### config.mk
export PLATFORM = sky130hd
export DESIGN_NAME = pfc_core
export DESIGN_NICKNAME = d
export VERILOG_FILES = /design/src/pfc_top_note_unused.sv /design/src/pfc_pkg.sv /design/src/pfc_core.sv /design/src/pfc_prescale.sv
export VERILOG_INCLUDE_DIRS = /design/src
export SDC_FILE = /design/constraint.sdc
export NUM_CORES = 1
export LEC_CHECK = 0
export BUFFER_PORTS_ARGS = -buffer_cell sky130_fd_sc_hd__buf_2
export CORE_MARGIN = 5
export CORE_UTILIZATION = 33
export CTS_CLUSTER_DIAMETER = 100
export DETAILED_ROUTE_END_ITERATION = 8
export PLACE_DENSITY = 0.49
export SYNTH_ARGS = -nofsm -noshare
export SYNTH_HDL_FRONTEND = slang
export SYNTH_SLANG_ARGS = --single-unit
export TNS_END_PERCENT = 20
### constraint.sdc
create_clock -name sys_clk_i -period 8 [get_ports sys_clk_i]
set_input_delay 1.6 -clock sys_clk_i [delete_from_list [all_inputs] [get_ports sys_clk_i]]
set_output_delay 1.6 -clock sys_clk_i [all_outputs]
set_load 0.03 [all_outputs]
### src/pfc_map.svh
`ifndef PFC_MAP_SVH
`define PFC_MAP_SVH

// Channel count and widths
`define PFC_NCH 4
`define PFC_CW 8
`define PFC_WW 16
`define PFC_PRES_W 7
`define PFC_DIV_W 3
`define PFC_SCALE_W 8

// Reset values
`define PFC_CNT_RST 8'h00
`define PFC_PRES_RST 7'h00
`define PFC_SCALE_RST 8'h00

`endif

### src/pfc_top_note_unused.sv
`timescale 1ns/1ps
`default_nettype none
`default_nettype wire

### src/pfc_pkg.sv
`default_nettype none
`include "pfc_map.svh"

package pfc_pkg;

  // Software configuration bits, all same clock domain
  typedef struct packed {
    logic join_pair_high;
    logic join_pair_low;
    logic [`PFC_DIV_W-1:0] prescale_sel_first;
    logic [`PFC_DIV_W-1:0] prescale_sel_second;
    logic [`PFC_NCH-1:0] clk_sel;
    logic [`PFC_NCH-1:0] output_polarity;
    logic [`PFC_NCH-1:0] center_align;
    logic [`PFC_NCH-1:0] channel_enable;
    logic [`PFC_SCALE_W-1:0] scale_first;
    logic [`PFC_SCALE_W-1:0] scale_second;
  } pfc_cfg_t;

  // One-cycle software write strobe with its data
  typedef struct packed {
    logic per_we;
    logic duty_we;
    logic cnt_we;
    logic [1:0] ch;
    logic [`PFC_CW-1:0] data;
  } pfc_wr_t;

  // Result of one counter step
  typedef struct packed {
    logic [`PFC_WW-1:0] cnt;
    logic up;
    logic roll;
  } pfc_step_t;

endpackage

`default_nettype wire

### src/pfc_core.sv
`timescale 1ns/1ps
`default_nettype none
`include "pfc_map.svh"

module pfc_core import pfc_pkg::*; (
  // Clock and reset
  input wire logic sys_clk_i,
  input wire logic nrst_i,
  // Software configuration and writes
  input wire pfc_cfg_t cfg_i,
  input wire pfc_wr_t wr_i,
  // General-purpose port path
  input wire logic [`PFC_NCH-1:0] gpio_dir_i,
  input wire logic [`PFC_NCH-1:0] gpio_data_i,
  // Shared pins and readback
  output logic [`PFC_NCH-1:0] pin_out_o,
  output logic [`PFC_NCH-1:0] pin_oe_o,
  output logic [`PFC_NCH-1:0][`PFC_CW-1:0] cnt_o
);

  logic rst_meta_r;
  logic rst_n;
  logic [3:0] tick;
  logic [1:0] join_w;
  logic [`PFC_NCH-1:0][`PFC_CW-1:0] cnt_r;
  logic [`PFC_NCH-1:0][`PFC_CW-1:0] per_buf_r;
  logic [`PFC_NCH-1:0][`PFC_CW-1:0] duty_buf_r;
  logic [`PFC_NCH-1:0][`PFC_CW-1:0] per_act_r;
  logic [`PFC_NCH-1:0][`PFC_CW-1:0] duty_act_r;
  logic [`PFC_NCH-1:0] up_r;
  logic [`PFC_NCH-1:0] out_r;
  logic [`PFC_NCH-1:0] pin_out_r;
  logic [`PFC_NCH-1:0] pin_oe_r;
  logic [`PFC_NCH-1:0][`PFC_CW-1:0] cnt_nxt;
  logic [`PFC_NCH-1:0] up_nxt;
  logic [`PFC_NCH-1:0] out_nxt;
  logic [`PFC_NCH-1:0] en_eff;
  logic [`PFC_NCH-1:0] lane_join;
  logic [`PFC_NCH-1:0] tick_w;
  logic [`PFC_NCH-1:0] roll_w;
  logic [`PFC_NCH-1:0] own_w;
  logic [`PFC_NCH-1:0] cnt_hit;
  logic [`PFC_NCH-1:0] per_hit;
  logic [`PFC_NCH-1:0] duty_hit;

  // Reset release through two flops
  always_ff @(posedge sys_clk_i or negedge nrst_i) begin
    if (!nrst_i) begin
      rst_meta_r <= 1'b0;
      rst_n <= 1'b0;
    end else begin
      rst_meta_r <= 1'b1;
      rst_n <= rst_meta_r;
    end
  end

  // Shared prescaler: clocks A, B and scaled S0, S1
  pfc_prescale u_prescale (
    .sys_clk_i(sys_clk_i),
    .rst_n_i(rst_n),
    .run_i(|cfg_i.channel_enable),
    .sel_first_i(cfg_i.prescale_sel_first),
    .sel_second_i(cfg_i.prescale_sel_second),
    .scale_first_i(cfg_i.scale_first),
    .scale_second_i(cfg_i.scale_second),
    .tick_o(tick)
  );

  // One step of a left or center counter, 8 or 16 bits wide
  function automatic pfc_step_t pfc_step(input logic [`PFC_WW-1:0] cnt,
                                         input logic [`PFC_WW-1:0] per,
                                         input logic ctr,
                                         input logic up);
    pfc_step_t s;
    logic [`PFC_WW-1:0] last;
    s.cnt = cnt;
    s.up = up;
    s.roll = 1'b0;
    last = (per == 16'h0000) ? 16'h0000 : per - 16'h0001;
    if (!ctr) begin
      s.up = 1'b1;
      if (cnt >= last) begin
        s.cnt = 16'h0000;
        s.roll = 1'b1;
      end else begin
        s.cnt = cnt + 16'h0001;
      end
    end else if (up) begin
      if (cnt + 16'h0001 >= per) begin
        s.cnt = per;
        s.up = 1'b0;
      end else begin
        s.cnt = cnt + 16'h0001;
      end
    end else if (cnt <= 16'h0001) begin
      s.cnt = 16'h0000;
      s.up = 1'b1;
      s.roll = 1'b1;
    end else begin
      s.cnt = cnt - 16'h0001;
    end
    return s;
  endfunction

  assign join_w = {cfg_i.join_pair_high, cfg_i.join_pair_low};

  // Lane steering: joined pairs run as one 16-bit counter
  always_comb begin
    pfc_step_t st;
    logic [`PFC_WW-1:0] c16;
    logic [`PFC_WW-1:0] d16;
    int ev;
    int sl;
    st = '0;
    c16 = 16'h0000;
    d16 = 16'h0000;
    ev = 0;
    sl = 0;
    for (int c = 0; c < `PFC_NCH; c++) begin
      ev = c & 2;
      lane_join[c] = join_w[c/2];
      sl = lane_join[c] ? ev + 1 : c;
      en_eff[c] = cfg_i.channel_enable[lane_join[c] ? ev : c];
      if (c < 2) begin
        tick_w[c] = cfg_i.clk_sel[sl] ? tick[2] : tick[0];
      end else begin
        tick_w[c] = cfg_i.clk_sel[sl] ? tick[3] : tick[1];
      end
      if (lane_join[c]) begin
        c16 = {cnt_r[ev], cnt_r[ev+1]};
        d16 = {duty_act_r[ev], duty_act_r[ev+1]};
        st = pfc_step(c16, {per_act_r[ev], per_act_r[ev+1]},
                      cfg_i.center_align[ev], up_r[ev]);
        cnt_nxt[c] = (c == ev) ? st.cnt[15:8] : st.cnt[7:0];
      end else begin
        c16 = {8'h00, cnt_r[c]};
        d16 = {8'h00, duty_act_r[c]};
        st = pfc_step(c16, {8'h00, per_act_r[c]},
                      cfg_i.center_align[c], up_r[c]);
        cnt_nxt[c] = st.cnt[7:0];
      end
      up_nxt[c] = st.up;
      roll_w[c] = tick_w[c] & st.roll;
      // Duty 0 or past period gives 0 or 100 percent
      out_nxt[c] = cfg_i.output_polarity[lane_join[c] ? ev : c]
                   ? (c16 < d16) : !(c16 < d16);
      own_w[c] = en_eff[c] & !(lane_join[c] & (c != ev));
      per_hit[c] = wr_i.per_we & (wr_i.ch == 2'(c));
      duty_hit[c] = wr_i.duty_we & (wr_i.ch == 2'(c));
      cnt_hit[c] = wr_i.cnt_we & ((wr_i.ch == 2'(c)) |
                   (lane_join[c] & (wr_i.ch[1] == 1'(c/2))));
    end
  end

  // Buffered period and duty
  always_ff @(posedge sys_clk_i or negedge rst_n) begin
    if (!rst_n) begin
      per_buf_r <= '0;
      duty_buf_r <= '0;
    end else begin
      for (int c = 0; c < `PFC_NCH; c++) begin
        if (per_hit[c]) begin
          per_buf_r[c] <= wr_i.data;
        end
        if (duty_hit[c]) begin
          duty_buf_r[c] <= wr_i.data;
        end
      end
    end
  end

  // Active latches: direct when idle, else at rollover or counter write
  always_ff @(posedge sys_clk_i or negedge rst_n) begin
    if (!rst_n) begin
      per_act_r <= '0;
      duty_act_r <= '0;
    end else begin
      for (int c = 0; c < `PFC_NCH; c++) begin
        if (!en_eff[c] || cnt_hit[c] || roll_w[c]) begin
          per_act_r[c] <= per_hit[c] ? wr_i.data : per_buf_r[c];
          duty_act_r[c] <= duty_hit[c] ? wr_i.data : duty_buf_r[c];
        end
      end
    end
  end

  // Counters; a counter write beats a tick
  always_ff @(posedge sys_clk_i or negedge rst_n) begin
    if (!rst_n) begin
      cnt_r <= {`PFC_NCH{`PFC_CNT_RST}};
      up_r <= '1;
    end else begin
      for (int c = 0; c < `PFC_NCH; c++) begin
        if (!en_eff[c] || cnt_hit[c]) begin
          cnt_r[c] <= `PFC_CNT_RST;
          up_r[c] <= 1'b1;
        end else if (tick_w[c]) begin
          cnt_r[c] <= cnt_nxt[c];
          up_r[c] <= up_nxt[c];
        end
      end
    end
  end

  // Waveform moves only on a source tick while enabled (disable clears it at once), so enable lands on one
  always_ff @(posedge sys_clk_i or negedge rst_n) begin
    if (!rst_n) begin
      out_r <= '0;
    end else begin
      for (int c = 0; c < `PFC_NCH; c++) begin
        if (!en_eff[c]) begin
          out_r[c] <= 1'b0;
        end else if (tick_w[c]) begin
          out_r[c] <= out_nxt[c];
        end
      end
    end
  end

  // Pin mux; the direction input itself is never touched
  always_ff @(posedge sys_clk_i or negedge rst_n) begin
    if (!rst_n) begin
      pin_out_r <= '0;
      pin_oe_r <= '0;
    end else begin
      for (int c = 0; c < `PFC_NCH; c++) begin
        pin_oe_r[c] <= own_w[c] | gpio_dir_i[c];
        pin_out_r[c] <= own_w[c] ? out_r[c] : gpio_data_i[c];
      end
    end
  end

  assign pin_out_o = pin_out_r;
  assign pin_oe_o = pin_oe_r;
  assign cnt_o = cnt_r;
endmodule // pfc_core

`default_nettype wire

### src/pfc_prescale.sv
`timescale 1ns/1ps
`default_nettype none
`include "pfc_map.svh"

module pfc_prescale import pfc_pkg::*; (
  // Clock and synchronised reset
  input wire logic sys_clk_i,
  input wire logic rst_n_i,
  // Control
  input wire logic run_i,
  input wire logic [`PFC_DIV_W-1:0] sel_first_i,
  input wire logic [`PFC_DIV_W-1:0] sel_second_i,
  input wire logic [`PFC_SCALE_W-1:0] scale_first_i,
  input wire logic [`PFC_SCALE_W-1:0] scale_second_i,
  // Ticks: A, B, S0, S1
  output logic [3:0] tick_o
);

  logic [`PFC_PRES_W-1:0] pres_r;
  logic [1:0] tick_ab_r;
  logic [1:0] tick_s_r;
  logic [1:0][`PFC_SCALE_W-1:0] sc_cnt_r;
  logic [1:0] half_r;
  logic [1:0][`PFC_SCALE_W-1:0] scale_w;

  // Tick when the low sel bits of the prescaler are all ones
  function automatic logic div_tick(input logic [`PFC_PRES_W-1:0] p,
                                    input logic [`PFC_DIV_W-1:0] s);
    logic [`PFC_PRES_W-1:0] m;
    m = `PFC_PRES_W'((8'h01 << s) - 8'h01);
    return (p & m) == m;
  endfunction

  assign scale_w = {scale_second_i, scale_first_i};
  assign tick_o = {tick_s_r, tick_ab_r};

  // Stopped while no channel runs, to save power
  always_ff @(posedge sys_clk_i or negedge rst_n_i) begin
    if (!rst_n_i) begin
      pres_r <= `PFC_PRES_RST;
    end else if (!run_i) begin
      pres_r <= `PFC_PRES_RST;
    end else begin
      pres_r <= pres_r + `PFC_PRES_W'(1);
    end
  end

  always_ff @(posedge sys_clk_i or negedge rst_n_i) begin
    if (!rst_n_i) begin
      tick_ab_r <= 2'h0;
    end else begin
      tick_ab_r[0] <= run_i & div_tick(pres_r, sel_first_i);
      tick_ab_r[1] <= run_i & div_tick(pres_r, sel_second_i);
    end
  end

  // Scaled clocks: one tick per 2*scale source ticks, scale 0 means 256
  always_ff @(posedge sys_clk_i or negedge rst_n_i) begin
    if (!rst_n_i) begin
      sc_cnt_r <= {2{`PFC_SCALE_RST}};
      half_r <= 2'h0;
      tick_s_r <= 2'h0;
    end else begin
      for (int i = 0; i < 2; i++) begin
        tick_s_r[i] <= 1'b0;
        if (!run_i) begin
          sc_cnt_r[i] <= `PFC_SCALE_RST;
          half_r[i] <= 1'b0;
        end else if (tick_ab_r[i]) begin
          if (sc_cnt_r[i] == scale_w[i] - `PFC_SCALE_W'(1)) begin
            sc_cnt_r[i] <= `PFC_SCALE_RST;
            half_r[i] <= ~half_r[i];
            tick_s_r[i] <= half_r[i];
          end else begin
            sc_cnt_r[i] <= sc_cnt_r[i] + `PFC_SCALE_W'(1);
          end
        end
      end
    end
  end
endmodule // pfc_prescale

`default_nettype wire

## Word-level counts from Yosys, hierarchy flattened

Cells that the tools add are included.

- Bits in registers: 207
- Output and inout port bits: 40
- Word-level logic and storage cells: 335

- Add/sub/neg operators: 25
- $lt $le $gt $ge: 26
- Equal/unequal tests: 15
- Shift-type cells: 2
- Multiplexer cells: 161
- Bitwise gates (word level): 35
- Reductions and logical operators: 32

Operator list:

| operator | number |
|---|---|
| $mux 16 | 20 |
| $mux 8 | 38 |
| $mux 1 | 74 |
| $ge 16x16->1 | 4 |
| $ge 8x16->1 | 4 |
| $lt 16x16->1 | 4 |
| $sub 16x1->16 const B | 4 |
| $sub 8x1->8 const B | 6 |
| $mux 10 | 4 |
| $add 8x1->9 const B | 4 |
| $ge 9x8->1 | 4 |
| $mux 18 | 2 |
| $mux 9 | 4 |
| $sub 8x1->9 const B | 4 |
| $mux 17 | 2 |
| $add 16x1->16 const B | 2 |
| $le 16x1->1 const B | 2 |
| $le 8x1->1 const B | 4 |
| $logic_not 16->1 | 2 |
| $logic_not 8->1 | 4 |
| $and 1x1->1 | 22 |
| $mux 2 | 10 |
| $add 8x1->8 const B | 2 |
| $eq 8x8->1 | 2 |
| other kinds (21) | 68 |

## Depth between registers and ports, before layout

- Word-level depth: 8
- Depth in mapped cells: 20

## Modules after synthesis

Synthesis repeated with hierarchy kept, for this count alone.

- Cells, all modules: 2033
- Area total of the unflattened synthesis: 18195.0 sq um

Modules (own cells, without submodules):

| module | instances | cells an instance | area an instance (sq um) | seq. area each (sq um) |
|---|---|---|---|---|
| pfc_core | 1 | 1782 | 16007.9 | 4459.3 |
| pfc_prescale | 1 | 251 | 2187.1 | 725.7 |

## Worst setup path after synthesis

Ideal clock, no wire load.

- Path type: input-to-reg
- Start: in cfg_i[39] (netlist name)
- End: reg out_r[2]
- Library setup time: 0.084 ns
- Arrival: 4.388 ns
- Data required time: 7.916 ns
- Setup slack: 3.528 ns
- Cell stages on the path: 14
- Path through: clkbuf_1 > clkbuf_1 > buf_1 > clkbuf_1 > buf_1 > mux2i_1 > ha_1 > a31o_2 > a211oi_1 > o21ai_0 > a21oi_1 > xnor2_1 > nand2_1 > a21boi_0

- Cells in the longest elaborated chain, start to end: 6
- Elaborated cells between the ends (all ways): 13
- Classes of those cells: order compare: 1; eq/ne: 1; mux: 10; reduce/logical: 1

Ends and longest elaborated chain:

| element | RTL line | source |
|---|---|---|
| start: declaration | pfc_core.sv:10 | `input wire pfc_cfg_t cfg_i,` |
| $mux 16 / $mux 1 (equally long branches) | pfc_core.sv:129, pfc_core.sv:122 |  |
| $lt 16x16->1 / $bmux 1 s2 (equally long branches) | pfc_core.sv:146, pfc_core.sv:127 |  |
| $logic_not 1->1 / $mux 1 (equally long branches) | pfc_core.sv:146, pfc_core.sv:127 |  |
| $mux 1, on equally long branches | pfc_core.sv:146, pfc_core.sv:127 |  |
| $mux 1, on equally long branches | pfc_core.sv:213, pfc_core.sv:127 |  |
| $mux 1 / $ne 2x1->1 (equally long branches) | -- |  |
| end signal: indexed assignment | pfc_core.sv:214 | `out_r[c] <= out_nxt[c];` |
| end: declaration | pfc_core.sv:31 | `` logic [`PFC_NCH-1:0] out_r; `` |

Several ways; a longest one is shown, not always the timed one. The select of a mux whose other input is x is not followed.
A chain may end at the register's enable or synchronous reset.

## Worst setup path in the final report

- Start: reg per_act_r[26] (netlist name)
- End: reg duty_act_r[23] (netlist name)

- Cells in the longest elaborated chain, start to end: 8
- Elaborated cells between the ends (all ways): 9
- Classes of those cells: add/sub: 1; order compare: 1; mux: 4; bitwise: 1; reduce/logical: 2

Ends and longest elaborated chain:

| element | RTL line | source |
|---|---|---|
| start: declaration | pfc_core.sv:28 | `` logic [`PFC_NCH-1:0][`PFC_CW-1:0] per_act_r; `` |
| start signal: indexed assignment | pfc_core.sv:180 | `per_act_r[c] <= per_hit[c] ? wr_i.data : per_buf_r[c];` |
| $sub 16x1->16 / $logic_not 16->1 (equally long branches) | pfc_core.sv:79 | `last = (per == 16'h0000) ? 16'h0000 : per - 16'h0001;` |
| $mux 16 (*) | pfc_core.sv:79 |  |
| $ge 16x16->1 (*) | pfc_core.sv:82 | `if (cnt >= last) begin` |
| $mux 1 (*) | pfc_core.sv:82 |  |
| $mux 18 (*) | pfc_core.sv:80 | `if (!ctr) begin` |
| $mux 2 (*) | pfc_core.sv:129 | `if (lane_join[c]) begin` |
| $and 1x1->1 (*) | pfc_core.sv:143 | `roll_w[c] = tick_w[c] & st.roll;` |
| $logic_or 1x1->1 (*) | pfc_core.sv:179 | `if (!en_eff[c] \|\| cnt_hit[c] \|\| roll_w[c]) begin` |
| end signal: indexed assignment | pfc_core.sv:181 | `duty_act_r[c] <= duty_hit[c] ? wr_i.data : duty_buf_r[c];` |
| end: declaration | pfc_core.sv:29 | `` logic [`PFC_NCH-1:0][`PFC_CW-1:0] duty_act_r; `` |

Mark *: on every way between the ends. The rest lies on a longest branch, timed or not.

==> impl_metrics.py <==
metrics = {
    "detailed_routing": {
        "route.vias.total": 15400,
        "wire_per_inst_microns": 20.8,
        "drc": 0,
        "dr.pass1.iters": 7,
        "totalWireLength_microns": 57100,
        "ant_nets": 0,
        "viasPerCell": 5.62,
        "drt_iter0_drc": 1301,
    },
    "synth": {
        "seq_area_frac_synth_pct": 29.4,
        "syn_inst": 1985,
        "ys.flop_type": "dfrtp_1",
        "synth-async-reset-ratio_pct": 100,
        "ys_ff_latch": 207,
        "synth_edf_count": 0,
        "ys_types": 98,
        "synth_nets": 2229,
        "synth_area_per_cell_sq_um": 8.89,
        "yosysWarnings": 0,
        "syn_area_sq_um": 17700,
    },
    "pwr": {
        "power_density_nw_per_um2": 197,
        "finalPower_w": 0.00386,
        "power_switching_w": 0.00142,
        "p_seq_share_pct": 38.4,
        "intPower_w": 0.00244,
        "p_sw_share_pct": 36.8,
        "comb_power_share_pct": 33.1,
        "ir_worst_vdd_v": 0.000159,
        "clkPwrFrac_pct": 28.5,
        "power_leakage_nw": 9.01,
    },
    "place": {
        "io_buffers": 102,
        "hpwlAfterDp_microns": 42400,
        "gp_congestion": 0.928,
    },
    "setup_path": {
        "slowest_stage": "a21oi_2",
        "cp_max_fo": 16,
        "critPathBufInv": 0,
        "critPathTopFamily": "simple AND/OR/NAND/NOR gates",
        "crit_top_cell": "nand2_1",
        "cp.arrival_ns": 5.71,
        "worst-setup-path-type": "flop to flop",
        "crit_chain": "nor3_1 > nand3_1 > nor4_1 > nand2_1 > nor3_1 > xnor2_1 > nand2_1 > ha_1 > a211oi_1 > nand2_1 > a2111o_1 > o21ai_1 > nand3b_1 > o31ai_1 > a21oi_2 > mux2_1",
        "required_ns": 8.40,
        "startpoint_type": "flop",
        "critPathMaxStageDelay_ns": 0.80,
        "end_kind": "flop",
    },
    "clock_tree": {
        "clk_latency_ns": 0.54,
        "hold_buffers": 0,
        "cts_resized": 0,
        "cts.sinks": 207,
        "htree_levels": 1,
        "cts_tree": "built",
        "numCtsBuffers": 25,
        "clkSlewWorstSetupHoldPaths_ns": 0.06,
        "post_cts_buffers": 0,
        "ctsRootBufferMaster": "clkbuf_16",
        "cts.path.max_buffers": 3,
    },
    "final_layout": {
        "layout-drive-gt1-share_pct": 14.3,
        "layout.nets": 2283,
        "area_growth_pct": 10.9,
    },
    "sta": {
        "finalCritPeriodShare_pct": 66.4,
        "hold_viol": 0,
        "slew_viol_final": 0,
        "rsz0062_at_grt": "no",
        "fmax_ghz": 0.188,
        "maxSlewHeadroom_pct": 20.1,
        "tightest_slew_ns": 1.20,
        "tns_ns": 0,
        "fin_skew_ns": 0.0283,
        "fin_crit_ns": 5.31,
        "finalSetupViolations": 0,
    },
    "grt": {
        "track_usage_pct": 19.1,
        "grt_max_degree": 78,
        "grt_overflow": 0,
        "grt_pass1_vias": 15200,
        "grt_pass1_wl_microns": 88800,
        "antenna_found_initial": 4,
    },
    "floorplan": {
        "fp-row-count": 84,
        "coreArea_sq_um": 52800,
        "dieArea_sq_um": 58200,
        "die_y_microns": 241,
        "die_w_microns": 241,
        "ios": 103,
        "start_util_pct": 33.5,
    },
    "run": {
        "max-cap-violations": 0,
    },
    "worst_hold_path": {
        "min_path_type": "flop to flop",
    },
    "run_status": {
        "status": "finished clean",
    },
}
-- final cells by class --
type | count | area, sq um
Fill cell | 5467 | 33200
Multi-Input combinational cell | 1593 | 11700
Sequential cell | 207 | 5190
Tap cell | 688 | 861
Clock buffer | 33 | 706
Timing Repair Buffer | 126 | 691
Inverter | 86 | 323
Clock inverter | 9 | 82.6
Antenna cell | 2 | 5.00
-- per-stage QoR --
stage	utilization [%]	area [sq um]	worst slack, ns	std cells	hold slack [ns]
final	37.1	19600	2.69	2744	0.356
after floorplan	-	17700	1.81	1985	0.331
after global routing	37.1	19600	2.29	2742	0.364
after CTS	37.1	19600	2.69	2742	0.358
after global placement	35.6	18800	2.77	2700	0.337
after detailed placement	35.6	18800	2.75	2700	0.339
-- cell families (layout without fill, tap and decap cells) --
kind of cell | after synthesis | count (layout) | synth area share (%)
flops | 207 | 207 | 29.4
buf+inv | 185 | 254 | 4.25
other cells | 1 | 3 | 0.0212
mux | 179 | 179 | 11.2
xor+xnor | 142 | 142 | 7.09
fa+ha+maj | 181 | 181 | 12.8
simple gates | 624 | 624 | 17.5
compound gates | 466 | 466 | 17.7
-- final timing paths --
check                                    from                 endpoint  slack, ns  cells after the start
min in group asynchronous               rst_n  u_prescale.sc_cnt_r[15]       0.39                      0
max in group asynchronous               rst_n            duty_act_r[5]       6.07                      1
worst max-delay path            per_act_r[26]           duty_act_r[23]       2.69                     16
worst min register to register     rst_meta_r                    rst_n       0.36                      0
worst max register to register  per_act_r[26]           duty_act_r[23]       2.69                     16
worst min-delay path               rst_meta_r                    rst_n       0.36                      0
-- metal layers --
metal  up-vias  wire (microns)  global-route usage (%)  share of wire (%)
li1       7343               -                       -                  -
met1      7441           27700                    28.5                 48
met2       530           24600                    29.1                 43
met3       109            3460                    3.03                6.1
met4         2            1370                    4.15                2.4
met5         -              20                       0              0.035
-- layout by cell type (no fill, tap or decap), types with 46 or more instances in the layout --
cell type  instances
a21oi_1          102
buf_2            102
mux2_1            58
mux2_2            89
nor2_1           121
dfrtp_1          202
xor2_1            46
nand2_1          210
nand3_1           60
xnor2_1           95
inv_1             84
ha_1             181
o21ai_0          103
-- state kept, by name, summed over array words and instances, names as in the netlist, 2 cells and up --
name	count
cnt_o	32
duty_act_r	32
duty_buf_r	32
per_act_r	32
per_buf_r	32
u_prescale.sc_cnt_r	16
u_prescale.pres_r	7
out_r	4
pin_oe_o	4
pin_out_o	4
up_r	4
u_prescale.half_r	2
u_prescale.tick_ab_r	2
u_prescale.tick_s_r	2
-- synthesized netlist by cell type (7+ instances only) --
master | number | share of area, %
nor2b_1 | 11 | 0.39
a221oi_1 | 19 | 0.94
and3_1 | 15 | 0.53
or3_1 | 9 | 0.32
a31oi_1 | 22 | 0.78
a21o_1 | 27 | 1.1
nand2b_1 | 29 | 1.0
mux2_1 | 58 | 3.7
nand3_1 | 60 | 1.7
buf_2 | 17 | 0.48
xnor2_1 | 95 | 4.7
mux2_2 | 89 | 5.7
o21ai_1 | 19 | 0.54
clkbuf_1 | 66 | 1.4
o21a_1 | 11 | 0.47
a221o_1 | 7 | 0.40
nor3b_1 | 9 | 0.38
a211oi_1 | 24 | 1.0
nor2_1 | 121 | 2.6
nand4_1 | 23 | 0.82
o22ai_1 | 8 | 0.28
dfrtp_1 | 203 | 29
ha_1 | 181 | 13
nor3_1 | 42 | 1.2
o31ai_1 | 13 | 0.55
nand3b_1 | 7 | 0.30
nand2_1 | 210 | 4.5
and2_1 | 25 | 0.89
inv_1 | 84 | 1.8
o21ai_0 | 103 | 2.9
buf_1 | 12 | 0.26
mux2i_1 | 31 | 1.8
a21oi_1 | 102 | 2.9
o211ai_1 | 17 | 0.72
nor4_1 | 26 | 0.92
xor2_1 | 46 | 2.3
-- power by group through the flow --
stage	clock, W	sequential [W]	combinational (W)
6_report	0.00110	0.00148	0.00128
5_1_grt	0.00117	0.00151	0.00146
4_1_cts	0.00113	0.00148	0.00128
3_5_place_dp	0	0.00150	0.00128
3_3_place_gp	0	0.00150	0.00125
2_1_floorplan	0	0.00138	0.000998
Note: power is estimated with default switching activity, not from simulation.
